## config.mk

```make
export PLATFORM = sky130hd
export DESIGN_NAME = backup_switchover_reset_control
export DESIGN_NICKNAME = d
export VERILOG_FILES = /design/src/include/supply_pkg.sv /design/src/verilog/detector_sync.sv /design/src/verilog/backup_switchover_reset_control.sv
export VERILOG_INCLUDE_DIRS = /design/src /design/src/include
export SDC_FILE = /design/constraint.sdc
export NUM_CORES = 1
export LEC_CHECK = 0
export BUFFER_PORTS_ARGS = -buffer_cell sky130_fd_sc_hd__buf_2
export CAP_MARGIN = 15
export CORE_MARGIN = 8
export CORE_UTILIZATION = 65
export CTS_BUF_LIST = sky130_fd_sc_hd__clkbuf_2 sky130_fd_sc_hd__clkbuf_4 sky130_fd_sc_hd__clkbuf_8
export CTS_CLUSTER_SIZE = 12
export DETAILED_ROUTE_END_ITERATION = 8
export PLACE_DENSITY = 0.87
export SYNTH_ARGS = -nofsm -noshare
export SYNTH_HDL_FRONTEND = slang
export SYNTH_SLANG_ARGS = --single-unit
```

## constraint.sdc

```tcl
create_clock -name clk -period 7.4 [get_ports clk]
set_input_delay 0.37 -clock clk [delete_from_list [all_inputs] [get_ports clk]]
set_output_delay 0.37 -clock clk [all_outputs]
set_load 0.1 [all_outputs]
```

## src/include/supply_map.svh

```systemverilog
// Register map, field positions, reset values and timing constants of the supply control block
`ifndef SUPPLY_MAP_SVH
`define SUPPLY_MAP_SVH

// Register offsets
`define FLAGS_OFFSET            8'h1D
`define CONTROL_OFFSET          8'h1F

// Flag register fields
`define FLAG_BACKUP_LOW_BIT     7
`define FLAG_RESET_DROP_BIT     2
`define FLAG_FULL_CHARGE_BIT    0

// Control register fields
`define CTRL_SAMPLE_HI_BIT      7
`define CTRL_SAMPLE_LO_BIT      6
`define CTRL_CHARGE_EN_BIT      5
`define CTRL_INIT_BIT           4
`define CTRL_RESET_SEL_BIT      2
`define CTRL_FULL_SEL_HI_BIT    1
`define CTRL_FULL_SEL_LO_BIT    0
`define CONTROL_RESET_VALUE     8'h00
`define FULL_SEL_OFF            2'h3

// Timing, in microseconds, and the clock rate
`define CLK_FREQ_MHZ            250
`define WINDOW_2MS_US           2000
`define WINDOW_16MS_US          16000
`define WINDOW_128MS_US         128000
`define WINDOW_256MS_US         256000
`define PERIOD_MAIN_US          1000000
`define PERIOD_BACKUP_US        125000

`endif

```

## src/include/supply_pkg.sv

```systemverilog
// Types shared by the supply switchover and reset control block
package supply_pkg;

    typedef enum logic [1:0] {
        ST_WAIT_MAIN,
        ST_MAIN,
        ST_BACKUP
    } power_state_type;

    typedef logic [7:0] reg_byte_type;

endpackage

```

## src/verilog/detector_sync.sv

```systemverilog
// Two-flop synchroniser for a group of comparator outputs
`timescale 1ns/1ps
module detector_sync #(
    parameter int WIDTH = 4
) (
    input  wire logic             clk,
    input  wire logic             reset,
    input  wire logic [WIDTH-1:0] async_in,
    output logic      [WIDTH-1:0] sync_out
);

    logic [WIDTH-1:0] meta_reg;

    // One pair of flops per comparator bit
    genvar i;
    generate
        for (i = 0; i < WIDTH; i = i + 1) begin : g_bit
            always_ff @(posedge clk or posedge reset) begin
                if (reset) begin
                    meta_reg[i] <= 1'b0;
                    sync_out[i] <= 1'b0;
                end else begin
                    meta_reg[i] <= async_in[i];
                    sync_out[i] <= meta_reg[i];
                end
            end
        end
    endgenerate

endmodule

```

## src/verilog/backup_switchover_reset_control.sv

```systemverilog
// Supply switchover, backup charge, detector duty cycle, reset output and status flags
//
// Functional notes
// - Charge enable clear keeps charge path open; set gives automatic switch control.
// - Once init written 1, switchover is automatic even with charge enable clear.
// - Init, once set, stays in force; writing 0 later does not undo it.
// - With init set, host interface halts while main supply is below reset level.
// - On move to backup, switches block any current from backup into main.
// - Backup before main: both switches off, nothing runs until main appears.
// - First main power-on: switch two off, one on; no charge until control written.
// - Primary cell: two off, one on with main; two on, one off without.
// - Charging with full detect: both on, full opens two, loss selects two only.
// - Full detect off: both on under main, switch one opens on main loss.
// - Detector active window 2, 16, 128 or 256 ms chosen by sample time.
// - Sampling every 1 s on main, 125 ms on backup; backup window capped 16 ms.
// - During each active window the switch between supply pins is opened.
// - Switchover detector watched continuously on main, whatever the duty setting.
// - Full-charge and over-discharge detectors share the same duty-cycle setting.
// - Full level 00 3.02 V, 01 3.08 V, 10 2.92 V, 11 never stop.
// - Full-charge flag is read-only and reads 1 while backup is full; held 0 off main supply, with charge enable clear or level 11.
// - Backup-low flag set on drop, held until written 0; writing 1 ignored.
// - Reset output released above reset level, asserted on main drop.
// - Reset level select 0 gives 2.75 V, 1 gives 2.7 V falling threshold.
// - Reset-drop flag set on reset-level drop, held until written 0.
`timescale 1ns/1ps
`include "supply_map.svh"
module backup_switchover_reset_control
    import supply_pkg::*;
#(
    parameter int WIN0_CYC        = `WINDOW_2MS_US * `CLK_FREQ_MHZ,
    parameter int WIN1_CYC        = `WINDOW_16MS_US * `CLK_FREQ_MHZ,
    parameter int WIN2_CYC        = `WINDOW_128MS_US * `CLK_FREQ_MHZ,
    parameter int WIN3_CYC        = `WINDOW_256MS_US * `CLK_FREQ_MHZ,
    parameter int PERIOD_MAIN_CYC = `PERIOD_MAIN_US * `CLK_FREQ_MHZ,
    parameter int PERIOD_BACK_CYC = `PERIOD_BACKUP_US * `CLK_FREQ_MHZ,
    parameter int CNT_W           = 28
) (
    input  wire logic         clk,
    input  wire logic         reset,
    input  wire logic         reg_write,
    input  wire logic [7:0]   reg_addr,
    input  wire logic [7:0]   reg_wdata,
    output logic      [7:0]   reg_rdata,
    input  wire logic         switchover_detector,
    input  wire logic         reset_level_detector,
    input  wire logic         full_charge_detector,
    input  wire logic         backup_low_detector,
    output logic              switch_one,
    output logic              switch_two,
    output logic              detector_active,
    output logic [1:0]        full_charge_level_select,
    output logic              full_charge_stop_off,
    output logic              reset_level_select,
    output logic              host_if_halt,
    input  wire logic         reset_output_n_i,
    output logic              reset_output_n_o,
    output logic              reset_output_n_oe
);

    logic [3:0]       det_sync;
    logic             main_ok;
    logic             reset_ok;
    logic             full_det;
    logic             low_det;
    logic             reset_ok_d_reg;
    power_state_type  state_reg;
    power_state_type  state_next;
    logic [1:0]       sample_sel_reg;
    logic             charge_enable_reg;
    logic             init_written_reg;
    logic             init_latched_reg;
    logic             reset_sel_reg;
    logic [1:0]       full_sel_reg;
    logic             full_charge_flag_reg;
    logic             backup_low_flag_reg;
    logic             reset_drop_flag_reg;
    logic [CNT_W-1:0] period_cnt_reg;
    logic [CNT_W-1:0] period_len;
    logic [CNT_W-1:0] window_len;
    logic             window_on;
    logic             window_end;
    logic             automatic_ctrl;
    logic             sw_one_next;
    logic             sw_two_next;
    logic             flags_write;
    logic             ctrl_write;
    logic             backup_low_event;
    logic             reset_drop_event;

    // Comparators cross into the clock domain here
    detector_sync #(
        .WIDTH (4)
    ) i_detector_sync (
        .clk      (clk),
        .reset    (reset),
        .async_in ({backup_low_detector, full_charge_detector, reset_level_detector, switchover_detector}),
        .sync_out (det_sync)
    );

    assign main_ok  = det_sync[0];
    assign reset_ok = det_sync[1];
    assign full_det = det_sync[2];
    assign low_det  = det_sync[3];

    // Register write strobes
    assign flags_write = reg_write && (reg_addr == `FLAGS_OFFSET);
    assign ctrl_write  = reg_write && (reg_addr == `CONTROL_OFFSET);

    // Control register fields
    always_ff @(posedge clk or posedge reset) begin
        if (reset) begin
            sample_sel_reg    <= 2'h0;
            charge_enable_reg <= 1'b0;
            init_written_reg  <= 1'b0;
            reset_sel_reg     <= 1'b0;
            full_sel_reg      <= 2'h0;
        end else if (ctrl_write) begin
            sample_sel_reg    <= reg_wdata[`CTRL_SAMPLE_HI_BIT:`CTRL_SAMPLE_LO_BIT];
            charge_enable_reg <= reg_wdata[`CTRL_CHARGE_EN_BIT];
            init_written_reg  <= reg_wdata[`CTRL_INIT_BIT];
            reset_sel_reg     <= reg_wdata[`CTRL_RESET_SEL_BIT];
            full_sel_reg      <= reg_wdata[`CTRL_FULL_SEL_HI_BIT:`CTRL_FULL_SEL_LO_BIT];
        end
    end

    // Initialised state is sticky once set
    always_ff @(posedge clk or posedge reset) begin
        if (reset) begin
            init_latched_reg <= 1'b0;
        end else if (ctrl_write && reg_wdata[`CTRL_INIT_BIT]) begin
            init_latched_reg <= 1'b1;
        end
    end

    // Automatic switching from charge enable or the latched init
    assign automatic_ctrl = charge_enable_reg || init_latched_reg;

    // Supply state: wait for main, main operation, backup operation
    always_comb begin
        state_next = state_reg;
        unique case (state_reg)
            ST_WAIT_MAIN: begin
                if (main_ok) begin
                    state_next = ST_MAIN;
                end
            end
            ST_MAIN: begin
                if (!main_ok) begin
                    state_next = ST_BACKUP;
                end
            end
            ST_BACKUP: begin
                if (main_ok) begin
                    state_next = ST_MAIN;
                end
            end
            default: begin
                state_next = ST_WAIT_MAIN;
            end
        endcase
    end

    always_ff @(posedge clk or posedge reset) begin
        if (reset) begin
            state_reg <= ST_WAIT_MAIN;
        end else begin
            state_reg <= state_next;
        end
    end

    // Sampling period and active window length
    always_comb begin
        period_len = (state_reg == ST_BACKUP) ? CNT_W'(PERIOD_BACK_CYC) : CNT_W'(PERIOD_MAIN_CYC);
        unique case (sample_sel_reg)
            2'h0: window_len = CNT_W'(WIN0_CYC);
            2'h1: window_len = CNT_W'(WIN1_CYC);
            2'h2: window_len = CNT_W'(WIN2_CYC);
            2'h3: window_len = CNT_W'(WIN3_CYC);
        endcase
        if (state_reg == ST_BACKUP && sample_sel_reg[1]) begin
            window_len = CNT_W'(WIN1_CYC);
        end
    end

    assign window_on  = (state_reg != ST_WAIT_MAIN) && (period_cnt_reg < window_len);
    assign window_end = (state_reg != ST_WAIT_MAIN) && (period_cnt_reg == window_len - CNT_W'(1));

    // Period counter restarts on every supply state change
    always_ff @(posedge clk or posedge reset) begin
        if (reset) begin
            period_cnt_reg <= '0;
        end else if (state_next != state_reg || period_cnt_reg >= period_len - CNT_W'(1)) begin
            period_cnt_reg <= '0;
        end else begin
            period_cnt_reg <= period_cnt_reg + CNT_W'(1);
        end
    end

    // Both duty-cycled detectors share the same window
    always_ff @(posedge clk or posedge reset) begin
        if (reset) begin
            detector_active <= 1'b0;
        end else begin
            detector_active <= window_on;
        end
    end

    // Switch selection by supply state and control bits
    always_comb begin
        sw_one_next = 1'b0;
        sw_two_next = 1'b0;
        unique case (state_reg)
            ST_WAIT_MAIN: begin
                sw_one_next = 1'b0;
                sw_two_next = 1'b0;
            end
            ST_MAIN: begin
                sw_one_next = 1'b1;
                if (!automatic_ctrl || !charge_enable_reg) begin
                    sw_two_next = 1'b0;
                end else if (full_sel_reg == `FULL_SEL_OFF) begin
                    sw_two_next = 1'b1;
                end else begin
                    sw_two_next = !full_charge_flag_reg;
                end
                if (window_on) begin
                    sw_two_next = 1'b0;
                end
            end
            ST_BACKUP: begin
                sw_one_next = 1'b0;
                sw_two_next = automatic_ctrl && !window_on;
            end
        endcase
    end

    always_ff @(posedge clk or posedge reset) begin
        if (reset) begin
            switch_one <= 1'b0;
            switch_two <= 1'b0;
        end else begin
            switch_one <= sw_one_next;
            switch_two <= sw_two_next;
        end
    end

    // Threshold selects driven to the comparators
    always_ff @(posedge clk or posedge reset) begin
        if (reset) begin
            full_charge_level_select <= 2'h0;
            full_charge_stop_off     <= 1'b0;
            reset_level_select       <= 1'b0;
        end else begin
            full_charge_level_select <= full_sel_reg;
            full_charge_stop_off     <= (full_sel_reg == `FULL_SEL_OFF);
            reset_level_select       <= reset_sel_reg;
        end
    end

    // Full-charge status sampled at the end of each main window
    always_ff @(posedge clk or posedge reset) begin
        if (reset) begin
            full_charge_flag_reg <= 1'b0;
        end else if (state_reg != ST_MAIN || full_sel_reg == `FULL_SEL_OFF || !charge_enable_reg) begin
            full_charge_flag_reg <= 1'b0;
        end else if (window_end) begin
            full_charge_flag_reg <= full_det;
        end
    end

    // Sticky drop events
    assign backup_low_event = window_end && low_det;
    assign reset_drop_event = reset_ok_d_reg && !reset_ok;

    // Backup-low flag, set wins over a write of 0
    always_ff @(posedge clk or posedge reset) begin
        if (reset) begin
            backup_low_flag_reg <= 1'b0;
        end else if (backup_low_event) begin
            backup_low_flag_reg <= 1'b1;
        end else if (flags_write && !reg_wdata[`FLAG_BACKUP_LOW_BIT]) begin
            backup_low_flag_reg <= 1'b0;
        end
    end

    // Reset-drop flag with its edge delay; set wins over a write of 0
    always_ff @(posedge clk or posedge reset) begin
        if (reset) begin
            reset_ok_d_reg      <= 1'b0;
            reset_drop_flag_reg <= 1'b0;
        end else begin
            reset_ok_d_reg <= reset_ok;
            if (reset_drop_event) begin
                reset_drop_flag_reg <= 1'b1;
            end else if (flags_write && !reg_wdata[`FLAG_RESET_DROP_BIT]) begin
                reset_drop_flag_reg <= 1'b0;
            end
        end
    end

    // Open-drain reset pin follows the reset level; host interface halt follows it only once init is latched
    always_ff @(posedge clk or posedge reset) begin
        if (reset) begin
            reset_output_n_o  <= 1'b0;
            reset_output_n_oe <= 1'b1;
            host_if_halt      <= 1'b0;
        end else begin
            reset_output_n_o  <= 1'b0;
            reset_output_n_oe <= !reset_ok;
            host_if_halt      <= init_latched_reg && !reset_ok;
        end
    end

    // Registered read data
    always_ff @(posedge clk or posedge reset) begin
        if (reset) begin
            reg_rdata <= 8'h00;
        end else if (reg_addr == `FLAGS_OFFSET) begin
            reg_rdata <= {backup_low_flag_reg, 4'h0, reset_drop_flag_reg, 1'b0, full_charge_flag_reg};
        end else if (reg_addr == `CONTROL_OFFSET) begin
            reg_rdata <= {sample_sel_reg, charge_enable_reg, init_written_reg, 1'b0, reset_sel_reg, full_sel_reg};
        end else begin
            reg_rdata <= 8'h00;
        end
    end

    // Checks
    AST_CHARGE_OFF: assert property (@(posedge clk) disable iff (reset)
        (!automatic_ctrl) |=> !switch_two)
        else $error("Charge path closed without automatic control");
    AST_INIT_SWITCHOVER: assert property (@(posedge clk) disable iff (reset)
        (state_reg == ST_BACKUP && init_latched_reg && !window_on) |=> (switch_two && !switch_one))
        else $error("Initialised switchover did not select backup");
    AST_INIT_STICKY: assert property (@(posedge clk) disable iff (reset)
        init_latched_reg |=> init_latched_reg)
        else $error("Initialised state was lost");
    AST_HOST_HALT: assert property (@(posedge clk) disable iff (reset)
        (init_latched_reg && !reset_ok) |=> host_if_halt)
        else $error("Host interface not halted on drop");
    AST_WAIT_OFF: assert property (@(posedge clk) disable iff (reset)
        (state_reg == ST_WAIT_MAIN) |=> (!switch_one && !switch_two))
        else $error("Switches closed before main supply");
    AST_BACKUP_WINDOW: assert property (@(posedge clk) disable iff (reset)
        (state_reg == ST_BACKUP && window_on) |-> (period_cnt_reg < CNT_W'(WIN1_CYC)))
        else $error("Backup window longer than the cap");
    AST_WINDOW_OPEN: assert property (@(posedge clk) disable iff (reset)
        window_on |=> !switch_two)
        else $error("Supply switch closed during detection window");
    AST_SWITCHOVER: assert property (@(posedge clk) disable iff (reset)
        (state_reg == ST_MAIN && !main_ok) |=> (state_reg == ST_BACKUP) ##1 !switch_one)
        else $error("Main drop not followed by backup selection");
    AST_LOW_FLAG: assert property (@(posedge clk) disable iff (reset)
        backup_low_event |=> (backup_low_flag_reg and (!flags_write |=> backup_low_flag_reg)))
        else $error("Backup-low flag missed or cleared too soon");
    AST_RESET_PIN: assert property (@(posedge clk) disable iff (reset)
        (!reset_ok) |=> (reset_output_n_oe && !reset_output_n_o))
        else $error("Reset output not driven low on drop");
    AST_DROP_FLAG: assert property (@(posedge clk) disable iff (reset)
        (reset_ok_d_reg && !reset_ok) |=> reset_drop_flag_reg)
        else $error("Reset-drop flag not set");

endmodule

```

# --- Word level (Yosys, flattened, before mapping) ---
# Cells that the tools add are included.
classes:
  reduce_logical: 31
  muxes: 20
  n_lt_le_gt_ge: 2
  eq_ne: 11
  addsub: 3
ops:
  columns: ["cell", "count"]
  rows:
  - ["case mux 28 bit (4 select lines)", 1]
  - ["2-to-1 mux 28 bit", 3]
  - ["subtractor 28 x 1 -> 28 bit (second input constant)", 2]
  - ["adder 28 x 1 -> 28 bit (second input constant)", 1]
  - ["== test 28 bit", 1]
  - [">= comparator 28 bit", 1]
  - ["< comparator 28 bit", 1]
  - ["== test 8 x 5 -> 1 bit (second input constant)", 2]
  - ["2-to-1 mux 8 bit", 2]
  - ["logical AND 1 bit", 12]
  - ["2-to-1 mux 1 bit", 9]
  - ["== test 2 bit (second input constant)", 4]
  - ["nonzero test 2 bit", 4]
  - ["logical NOT 1 bit", 7]
  - ["logical OR 1 bit", 5]
  - ["== test 2 x 1 -> 1 bit (second input constant)", 2]
  - ["logical NOT 2 bit", 2]
  - ["2-to-1 mux 2 bit", 2]
  - ["case mux 2 bit (2 select lines)", 1]
  - ["case mux 1 bit (3 select lines)", 1]
  - ["inequality test 2 x 1 -> 1 bit (second input constant)", 1]
  - ["inequality test 2 bit", 1]
  - ["case mux 1 bit (2 select lines)", 1]
  - ["OR reduction 2 bit", 1]
word_totals:
  register_bits: 67
  inputBits: 24

# --- Logic depth before layout (Yosys ltp) ---
# Gate-level depths: netlist of the first run.
logic_depth:
  ltp_word: 8
  mapped_depth: 12
  depth_no_buf: 11

# --- Cells and area by module ---
# A second synthesis of the first run with hierarchy kept.
unflattened:
  hier_cells: 393
  area_unflattened_um2: 3937.5
modules_own_cells:
  columns: ["mod", "area_per_inst_um2", "cells_each", "seq_area_each_um2", "instances"]
  rows:
  - ["backup_switchover_reset_control", 3733.6, 384, 1452.6, 1]
  - ["detector_sync", 203.9, 9, 200.2, 1]

# --- Least setup slack after synthesis of the first run ---
# OpenSTA, ideal clock, no wires.
synth_path:
  kind: "register to register"
  startpoint: "register state_reg[0]"
  endpoint: "register period_cnt_reg[19]"
  period_less_slack_ns: 2.640
  setup_slack_ns: 4.760
  path_buffers: 2
  t_arrival_ns: 2.519
  stages_incl_launch_ff: 13
  path_cell_list: "dfrtp_1 -> inv_1 -> ha_1 -> buf_4 -> inv_1 -> ha_1 -> nand2_1 -> o21ai_0 -> a211oi_1 -> o31a_1 -> o31ai_4 -> buf_2 -> nor2_1"
synth_via:
  elab_chain_len: 6
  word_cells_on_any_way: 13
  classes_between: "add/sub: 1; order compare: 1; eq/ne: 3; mux: 5; reduce/logical: 3"
synth_lines:
  columns: ["item", "line", "rtl"]
  rows:
  - ["from (decl)", "backup_switchover_reset_control.sv:66", "power_state_type state_reg;"]
  - ["from (signal assigned)", "backup_switchover_reset_control.sv:167", "state_reg <= state_next;"]
  - ["== test 2 bit or logical NOT 2 bit (tied branches)", "backup_switchover_reset_control.sv:141, backup_switchover_reset_control.sv:173", null]
  - ["2-to-1 mux 28 bit or OR reduction 2 bit (tied branches)", null, null]
  - ["subtractor 28 x 1 -> 28 bit or case mux 2 bit (2 select lines) (tied branches)", "backup_switchover_reset_control.sv:192, backup_switchover_reset_control.sv:141", null]
  - [">= comparator 28 bit or inequality test 2 bit (tied branches)", "backup_switchover_reset_control.sv:192", "end else if (state_next != state_reg || period_cnt_reg >= period_len - CNT_W'(1)) begin"]
  - ["logical OR 1 bit (*)", "backup_switchover_reset_control.sv:192", null]
  - ["2-to-1 mux 28 bit (*)", "backup_switchover_reset_control.sv:192", null]
  - ["to (signal assigned)", "backup_switchover_reset_control.sv:195", "period_cnt_reg <= period_cnt_reg + CNT_W'(1);"]
  - ["to (decl)", "backup_switchover_reset_control.sv:77", "logic [CNT_W-1:0] period_cnt_reg;"]
# Mark *: on every way between the ends. The rest lies on a longest branch, timed or not.
# A chain may end at the register's enable or synchronous reset.

# --- Worst setup path after layout of the first run ---
layout_path:
  startpoint: "register state_reg[0]"
  endpoint: "register period_cnt_reg[14]"
# Same word-level chain as after synthesis.

==> results.json, run 1 <==
{
  "layout-drive-gt1-share": 0.171,
  "die_w_um": 93.8,
  "synth.area.mux_share": 0.0331,
  "ant_nets": 0,
  "crit_arrival_ns": 4.00,
  "dr_total_vias": 3157,
  "portBuffers": 37,
  "tightest_slew_ns": 1.12,
  "fillCellCount": 422,
  "wl_per_cell_um": 18.2,
  "power.total_mw": 1.05,
  "netlist_area_sq_mm": 0.00393,
  "async_flop_share": 1.00,
  "fmax_ghz": 0.262,
  "num-nets-final": 490,
  "synth-compound-area-share": 0.127,
  "grt_pass1_wl_um": 15200,
  "p_per_area_mw_per_mm2": 240,
  "cts.path.max_buffers": 2,
  "synthFlopType": "dfrtp_1",
  "power_leakage_nw": 2.14,
  "ys_types": 61,
  "cts_resized": 0,
  "antenna_found_initial": 0,
  "htreeDepth": 3,
  "yosysSeqAreaShare": 0.420,
  "hp-class": "input pin to flop",
  "largest_reg_flops": 28,
  "cts_tree": "built",
  "start_kind": "flop",
  "grt_max_degree": 67,
  "avgSynthCellArea_sq_um": 10.0,
  "fin_tns_setup_ns": 0,
  "synth_xor_area_frac": 0.0770,
  "final_area_sq_mm": 0.00438,
  "clockRootBuffer": "clkbuf_8",
  "via_per_inst": 6.23,
  "status": "completed",
  "cpMaxStageDelayCell": "o31ai_4",
  "hold_ws_ns": 0.114,
  "crit_family": "compound AO/OA/AOI/OAI gates",
  "fin_worst_skew_ns": 0.00951,
  "clkSlewWorstSetupHoldPaths_ns": 0.08,
  "layout_common_cells": "65 x dfrtp_1, 40 x nor2_1, 39 x ha_1",
  "ys_warn_count": 0,
  "setup_viol": 0,
  "synth_edf_count": 0,
  "vdd_ir_drop_max_mv": 0.223,
  "yosys.area_share.adder": 0.127,
  "dp_hpwl_um": 6390,
  "rsz0062_at_grt": "false",
  "synth_top_family_by_area": "simple AND/OR/NAND/NOR gates",
  "post_cts_buffers": 0,
  "layout_commonest_cell": "dfrtp_1",
  "rows": 28,
  "drc": 0,
  "path_max_fanout": 28,
  "critPathCaptureType": "flop",
  "worst_ep_required_time_ns": 7.58,
  "yosys.area_share.simple": 0.175,
  "fp.dieH_um": 93.8,
  "syn2layout_area_growth_pct": 11.3,
  "drt_pass1_iterations": 5,
  "grt_overflow": 0,
  "placed_area_sq_mm": 0.00413,
  "hold_viol": 0,
  "numClockSinks": 66,
  "grt_pass1_vias": 3130,
  "synth-seq-cells": 66,
  "grt_use_total": 0.222,
  "die-area_sq_mm": 0.00880,
  "cts_hold_buffers": 0,
  "core_sq_mm": 0.00589,
  "io_pins": 42,
  "drv_cap": 0,
  "diodes": 0,
  "timing.final.crit_share": 0.516,
  "netlist_instances": 392,
  "initial_core_util": 0.668,
  "gp_congestion": 0.893,
  "cts_buffers": 9,
  "slowest_delay_ns": 0.94,
  "drt_iter0_drc": 219,
  "clk_latency_ns": 0.35,
  "slew_headroom": 0.256,
  "crit_type": "flop to flop",
  "path_cells": "inv_1 -> ha_1 -> inv_1 -> ha_1 -> nand2_1 -> o21ai_0 -> a211oi_1 -> o31a_1 -> o31ai_4 -> nor2_1",
  "wirelength_um": 9240,
  "fin_crit_ns": 3.82,
  "maxSlewViolCount": 0,
  "path_buf_inv": 2
}
==> logic make-up (layout without fill, tap and decap cells) <==
group	count (synthesis)	in the layout
other	1	2
xor gates and xnor gates	33	33
adders and majority gates	40	40
and+or+nand+nor	135	135
buffers and inverters	33	72
AOI/OAI and AO/OA	72	72
muxes	12	12
DFF	66	66
==> synth_stat cells, types with 3 or more instances <==
| master | n | area (sq um) |
|---|---|---|
| dfrtp_1 | 65 | 1630 |
| nor2_1 | 40 | 150 |
| ha_1 | 39 | 488 |
| nand2_1 | 26 | 97.6 |
| a21oi_1 | 18 | 90.1 |
| inv_1 | 18 | 67.6 |
| nand3_1 | 16 | 80.1 |
| o21ai_0 | 16 | 80.1 |
| xnor2_1 | 16 | 140 |
| xor2_1 | 16 | 140 |
| nor3_1 | 9 | 45.0 |
| mux2_2 | 8 | 90.1 |
| a21o_1 | 7 | 52.6 |
| nand4_1 | 7 | 43.8 |
| and2_1 | 6 | 37.5 |
| a211oi_1 | 5 | 37.5 |
| and3_1 | 5 | 31.3 |
| buf_2 | 5 | 25.0 |
| nor4_1 | 5 | 31.3 |
| and4_1 | 4 | 35.0 |
| clkbuf_1 | 4 | 15.0 |
| mux2i_1 | 4 | 40.0 |
| a22o_1 | 3 | 26.3 |
| buf_4 | 3 | 22.5 |
| o211ai_1 | 3 | 22.5 |
==> worst register-to-register path: stages, from the launching register on <==
cell	delay [ns]
dfrtp_1	0.43
inv_1	0.15
ha_1	0.70
inv_1	0.31
ha_1	0.37
nand2_1	0.06
o21ai_0	0.30
a211oi_1	0.10
o31a_1	0.16
o31ai_4	0.94
nor2_1	0.13
==> path summary, 6_finish.rpt <==
kind | start | end | slack [ns] | depth (start not counted)
max | state_reg[0] | period_cnt_reg[14] | 3.58 | 10
min | reset_level_detector | i_detector_sync.meta_reg[1] | 0.11 | 1
max reg2reg | state_reg[0] | period_cnt_reg[14] | 3.58 | 10
min reg2reg | i_detector_sync.meta_reg[3] | i_detector_sync.sync_out[3] | 0.36 | 0
max in group asynchronous | reset | period_cnt_reg[14] | 6.59 | 3
min in group asynchronous | reset | reset_ok_d_reg | 0.23 | 3
==> metrics by stage <==
step | cells | setup slack (ns) | utilization
after CTS | 507 | 3.65 | 0.744
after global placement | 491 | 3.79 | 0.702
after detailed placement | 491 | 3.69 | 0.702
final | 507 | 3.58 | 0.744
after floorplan | 393 | 4.76 | -
after global routing | 507 | 3.22 | 0.744
==> where the power goes <==
group	total, mW	switching [mW]	internal [mW]
sequential	0.402	0.0189	0.383
clock	0.375	0.147	0.229
combinational	0.274	0.200	0.0745
==> cell type report <==
cell class                 count  area (sq um)  area share
multi-input combinational    294          2120       0.485
sequential                    66          1650       0.378
timing repair buffer          38           193      0.0440
clock buffer                  10           131      0.0300
clock inverter                 6           115      0.0263
tap                           75          93.8      0.0214
inverter                      18          67.6      0.0154
==> metal layers <==
metal	global-route usage	vias up	share of wire
met4	0.137	0	0.037
met5	0	-	0
met3	0.0464	31	0.048
met1	0.261	1546	0.41
met2	0.363	117	0.51
li1	-	1463	-
Power figures use the tool's default switching activity.
==> run 2, diff against run 1 <==
CORE_UTILIZATION = 61   (was 65)
PLACE_DENSITY = 0.82   (was 0.87)
clock period = 3.6 ns   (was 7.4 ns; I/O delays follow)
==> results.json, run 2 (synthesis gave the netlist of run 1 again) <==
{
  "fmax_ghz": 0.338,
  "clockRootBuffer": "clkbuf_8",
  "die-area_sq_mm": 0.00927,
  "critPathCaptureType": "flop",
  "worst_ep_required_time_ns": 3.89,
  "die_w_um": 96.3,
  "drv_cap": 0,
  "fillCellCount": 457,
  "post_cts_buffers": 0,
  "final_area_sq_mm": 0.00445,
  "crit_type": "flop to flop",
  "grt_max_degree": 39,
  "layout-drive-gt1-share": 0.177,
  "layout_common_cells": "65 x dfrtp_1, 40 x nor2_1, 39 x ha_1",
  "htreeDepth": 3,
  "cts.path.max_buffers": 2,
  "hp-class": "input pin to flop",
  "antenna_found_initial": 0,
  "p_per_area_mw_per_mm2": 482,
  "worstHoldStart": "reg_wdata[0]",
  "r2r_cells": 10,
  "clk_latency_ns": 0.36,
  "setup_viol": 0,
  "timing.final.crit_share": 0.822,
  "core_sq_mm": 0.00628,
  "slew_headroom": 0.510,
  "dp_hpwl_um": 6360,
  "placed_area_sq_mm": 0.00418,
  "whs_path_depth": 2,
  "min_to": "full_sel_reg[0]",
  "clkSlewWorstSetupHoldPaths_ns": 0.08,
  "ant_nets": 0,
  "layout_commonest_cell": "dfrtp_1",
  "gp_congestion": 0.867,
  "gr-usage-met3": 0.0515,
  "fin_crit_ns": 2.96,
  "maxSlewViolCount": 0,
  "grt_most_used_layer": "met2",
  "diodes": 0,
  "grt_overflow": 0,
  "dr_total_vias": 3054,
  "hold_ws_ns": 0.0589,
  "via_per_inst": 5.90,
  "numClockSinks": 66,
  "drt_iter0_drc": 236,
  "start_kind": "flop",
  "r2r_start": "state_reg[0]",
  "path_max_fanout": 25,
  "hold_viol": 0,
  "largest_reg_flops": 28,
  "rsz0062_at_grt": "false",
  "power_leakage_nw": 2.18,
  "status": "completed",
  "use_met2": 0.340,
  "multiInputGateArea_sq_mm": 0.00212,
  "cts_buffers": 9,
  "reg2reg_slack_ns": 0.64,
  "cts_tree": "built",
  "rows": 29,
  "drc": 0,
  "vdd_ir_drop_max_mv": 0.535,
  "fp.dieH_um": 96.3,
  "initial_core_util": 0.627,
  "cts_resized": 0,
  "wl_per_cell_um": 17.3,
  "num-nets-final": 499,
  "portBuffers": 37,
  "regArea_sq_mm": 0.00165,
  "r2r-end": "period_cnt_reg[2]",
  "grt_pass1_vias": 3085,
  "io_pins": 42,
  "syn2layout_area_growth_pct": 13.2,
  "crit_arrival_ns": 3.24,
  "grt_use_total": 0.208,
  "gr-usage-met1": 0.252,
  "fin_tns_setup_ns": 0,
  "tightest_slew_ns": 0.728,
  "drt_pass1_iterations": 4,
  "grt_pass1_wl_um": 14700,
  "wirelength_um": 8950,
  "fin_worst_skew_ns": 0.0105
}
==> run 2: cell count changes in the layout (fill, tap and decap cells not counted) <==
cell,delta
bufinv_16,-1
clkbuf_4,-1
clkinv_4,-1
dlygate4sd3_1,+5
inv_6,+1
clkinv_2,+1
inv_8,+1
buf_4,+3
buf_12,+1
==> run 2: area by class of cell <==
| cell class | instances | share of cell area |
|---|---|---|
| inverters | 18 | 0.0152 |
| clock inverters | 7 | 0.0228 |
| flip-flops and latches | 66 | 0.371 |
| well taps | 77 | 0.0216 |
| clock buffers | 9 | 0.0278 |
| multi-input cells | 294 | 0.477 |
| repair buffers | 47 | 0.0641 |
==> run 2: critical path, stage by stage, from the launching register on <==
cell and delay [ns]:
dfrtp_1 0.43, inv_1 0.15, ha_1 0.39, buf_4 0.27, ha_1 0.27, a21o_1 0.19, a21o_1 0.17, a221oi_1 0.45
o31ai_4 0.22, buf_12 0.21, nor2_1 0.12
==> run 2: per-layer routing <==
metal  part of all wire  vias up
met4              0.025        0
met2               0.49       96
met3              0.060       20
met1               0.43     1463
li1                   -     1475
met5                  0        -
==> run 2: worst max path at each step <==
stage,start,cells past startpoint,endpoint
after floorplan,state_reg[0],12,period_cnt_reg[19]
after global placement,sample_sel_reg[0],9,switch_two
after detailed placement,state_reg[0],10,period_cnt_reg[2]
after CTS,sample_sel_reg[0],8,full_charge_flag_reg
after global routing,sample_sel_reg[0],8,full_charge_flag_reg
final,state_reg[0],10,period_cnt_reg[2]
==> run 2: stage by stage <==
step                setup WS, ns  power (mW)  std cells  utilization
floorplan                  0.960        1.27        393            -
global placement           0.821        1.41        497        0.665
detailed placement         0.750        1.43        497        0.665
CTS                        0.714        2.14        518        0.709
global route               0.478        2.25        518        0.709
finish                     0.641        2.15        518        0.709
==> run 2: timing repair <==
action / CTS / global route
setup endpoints to repair: 0 / 0
endpoints found under the hold margin: 32 / 0
hold buffers: 5 / 0
==> run 2: power breakdown <==
part | internal, mW | switching, mW | leakage (nW)
clock | 0.397 | 0.317 | 0.112
sequential | 0.787 | 0.0353 | 0.881
combinational | 0.193 | 0.417 | 1.18
total | 1.38 | 0.770 | 2.18
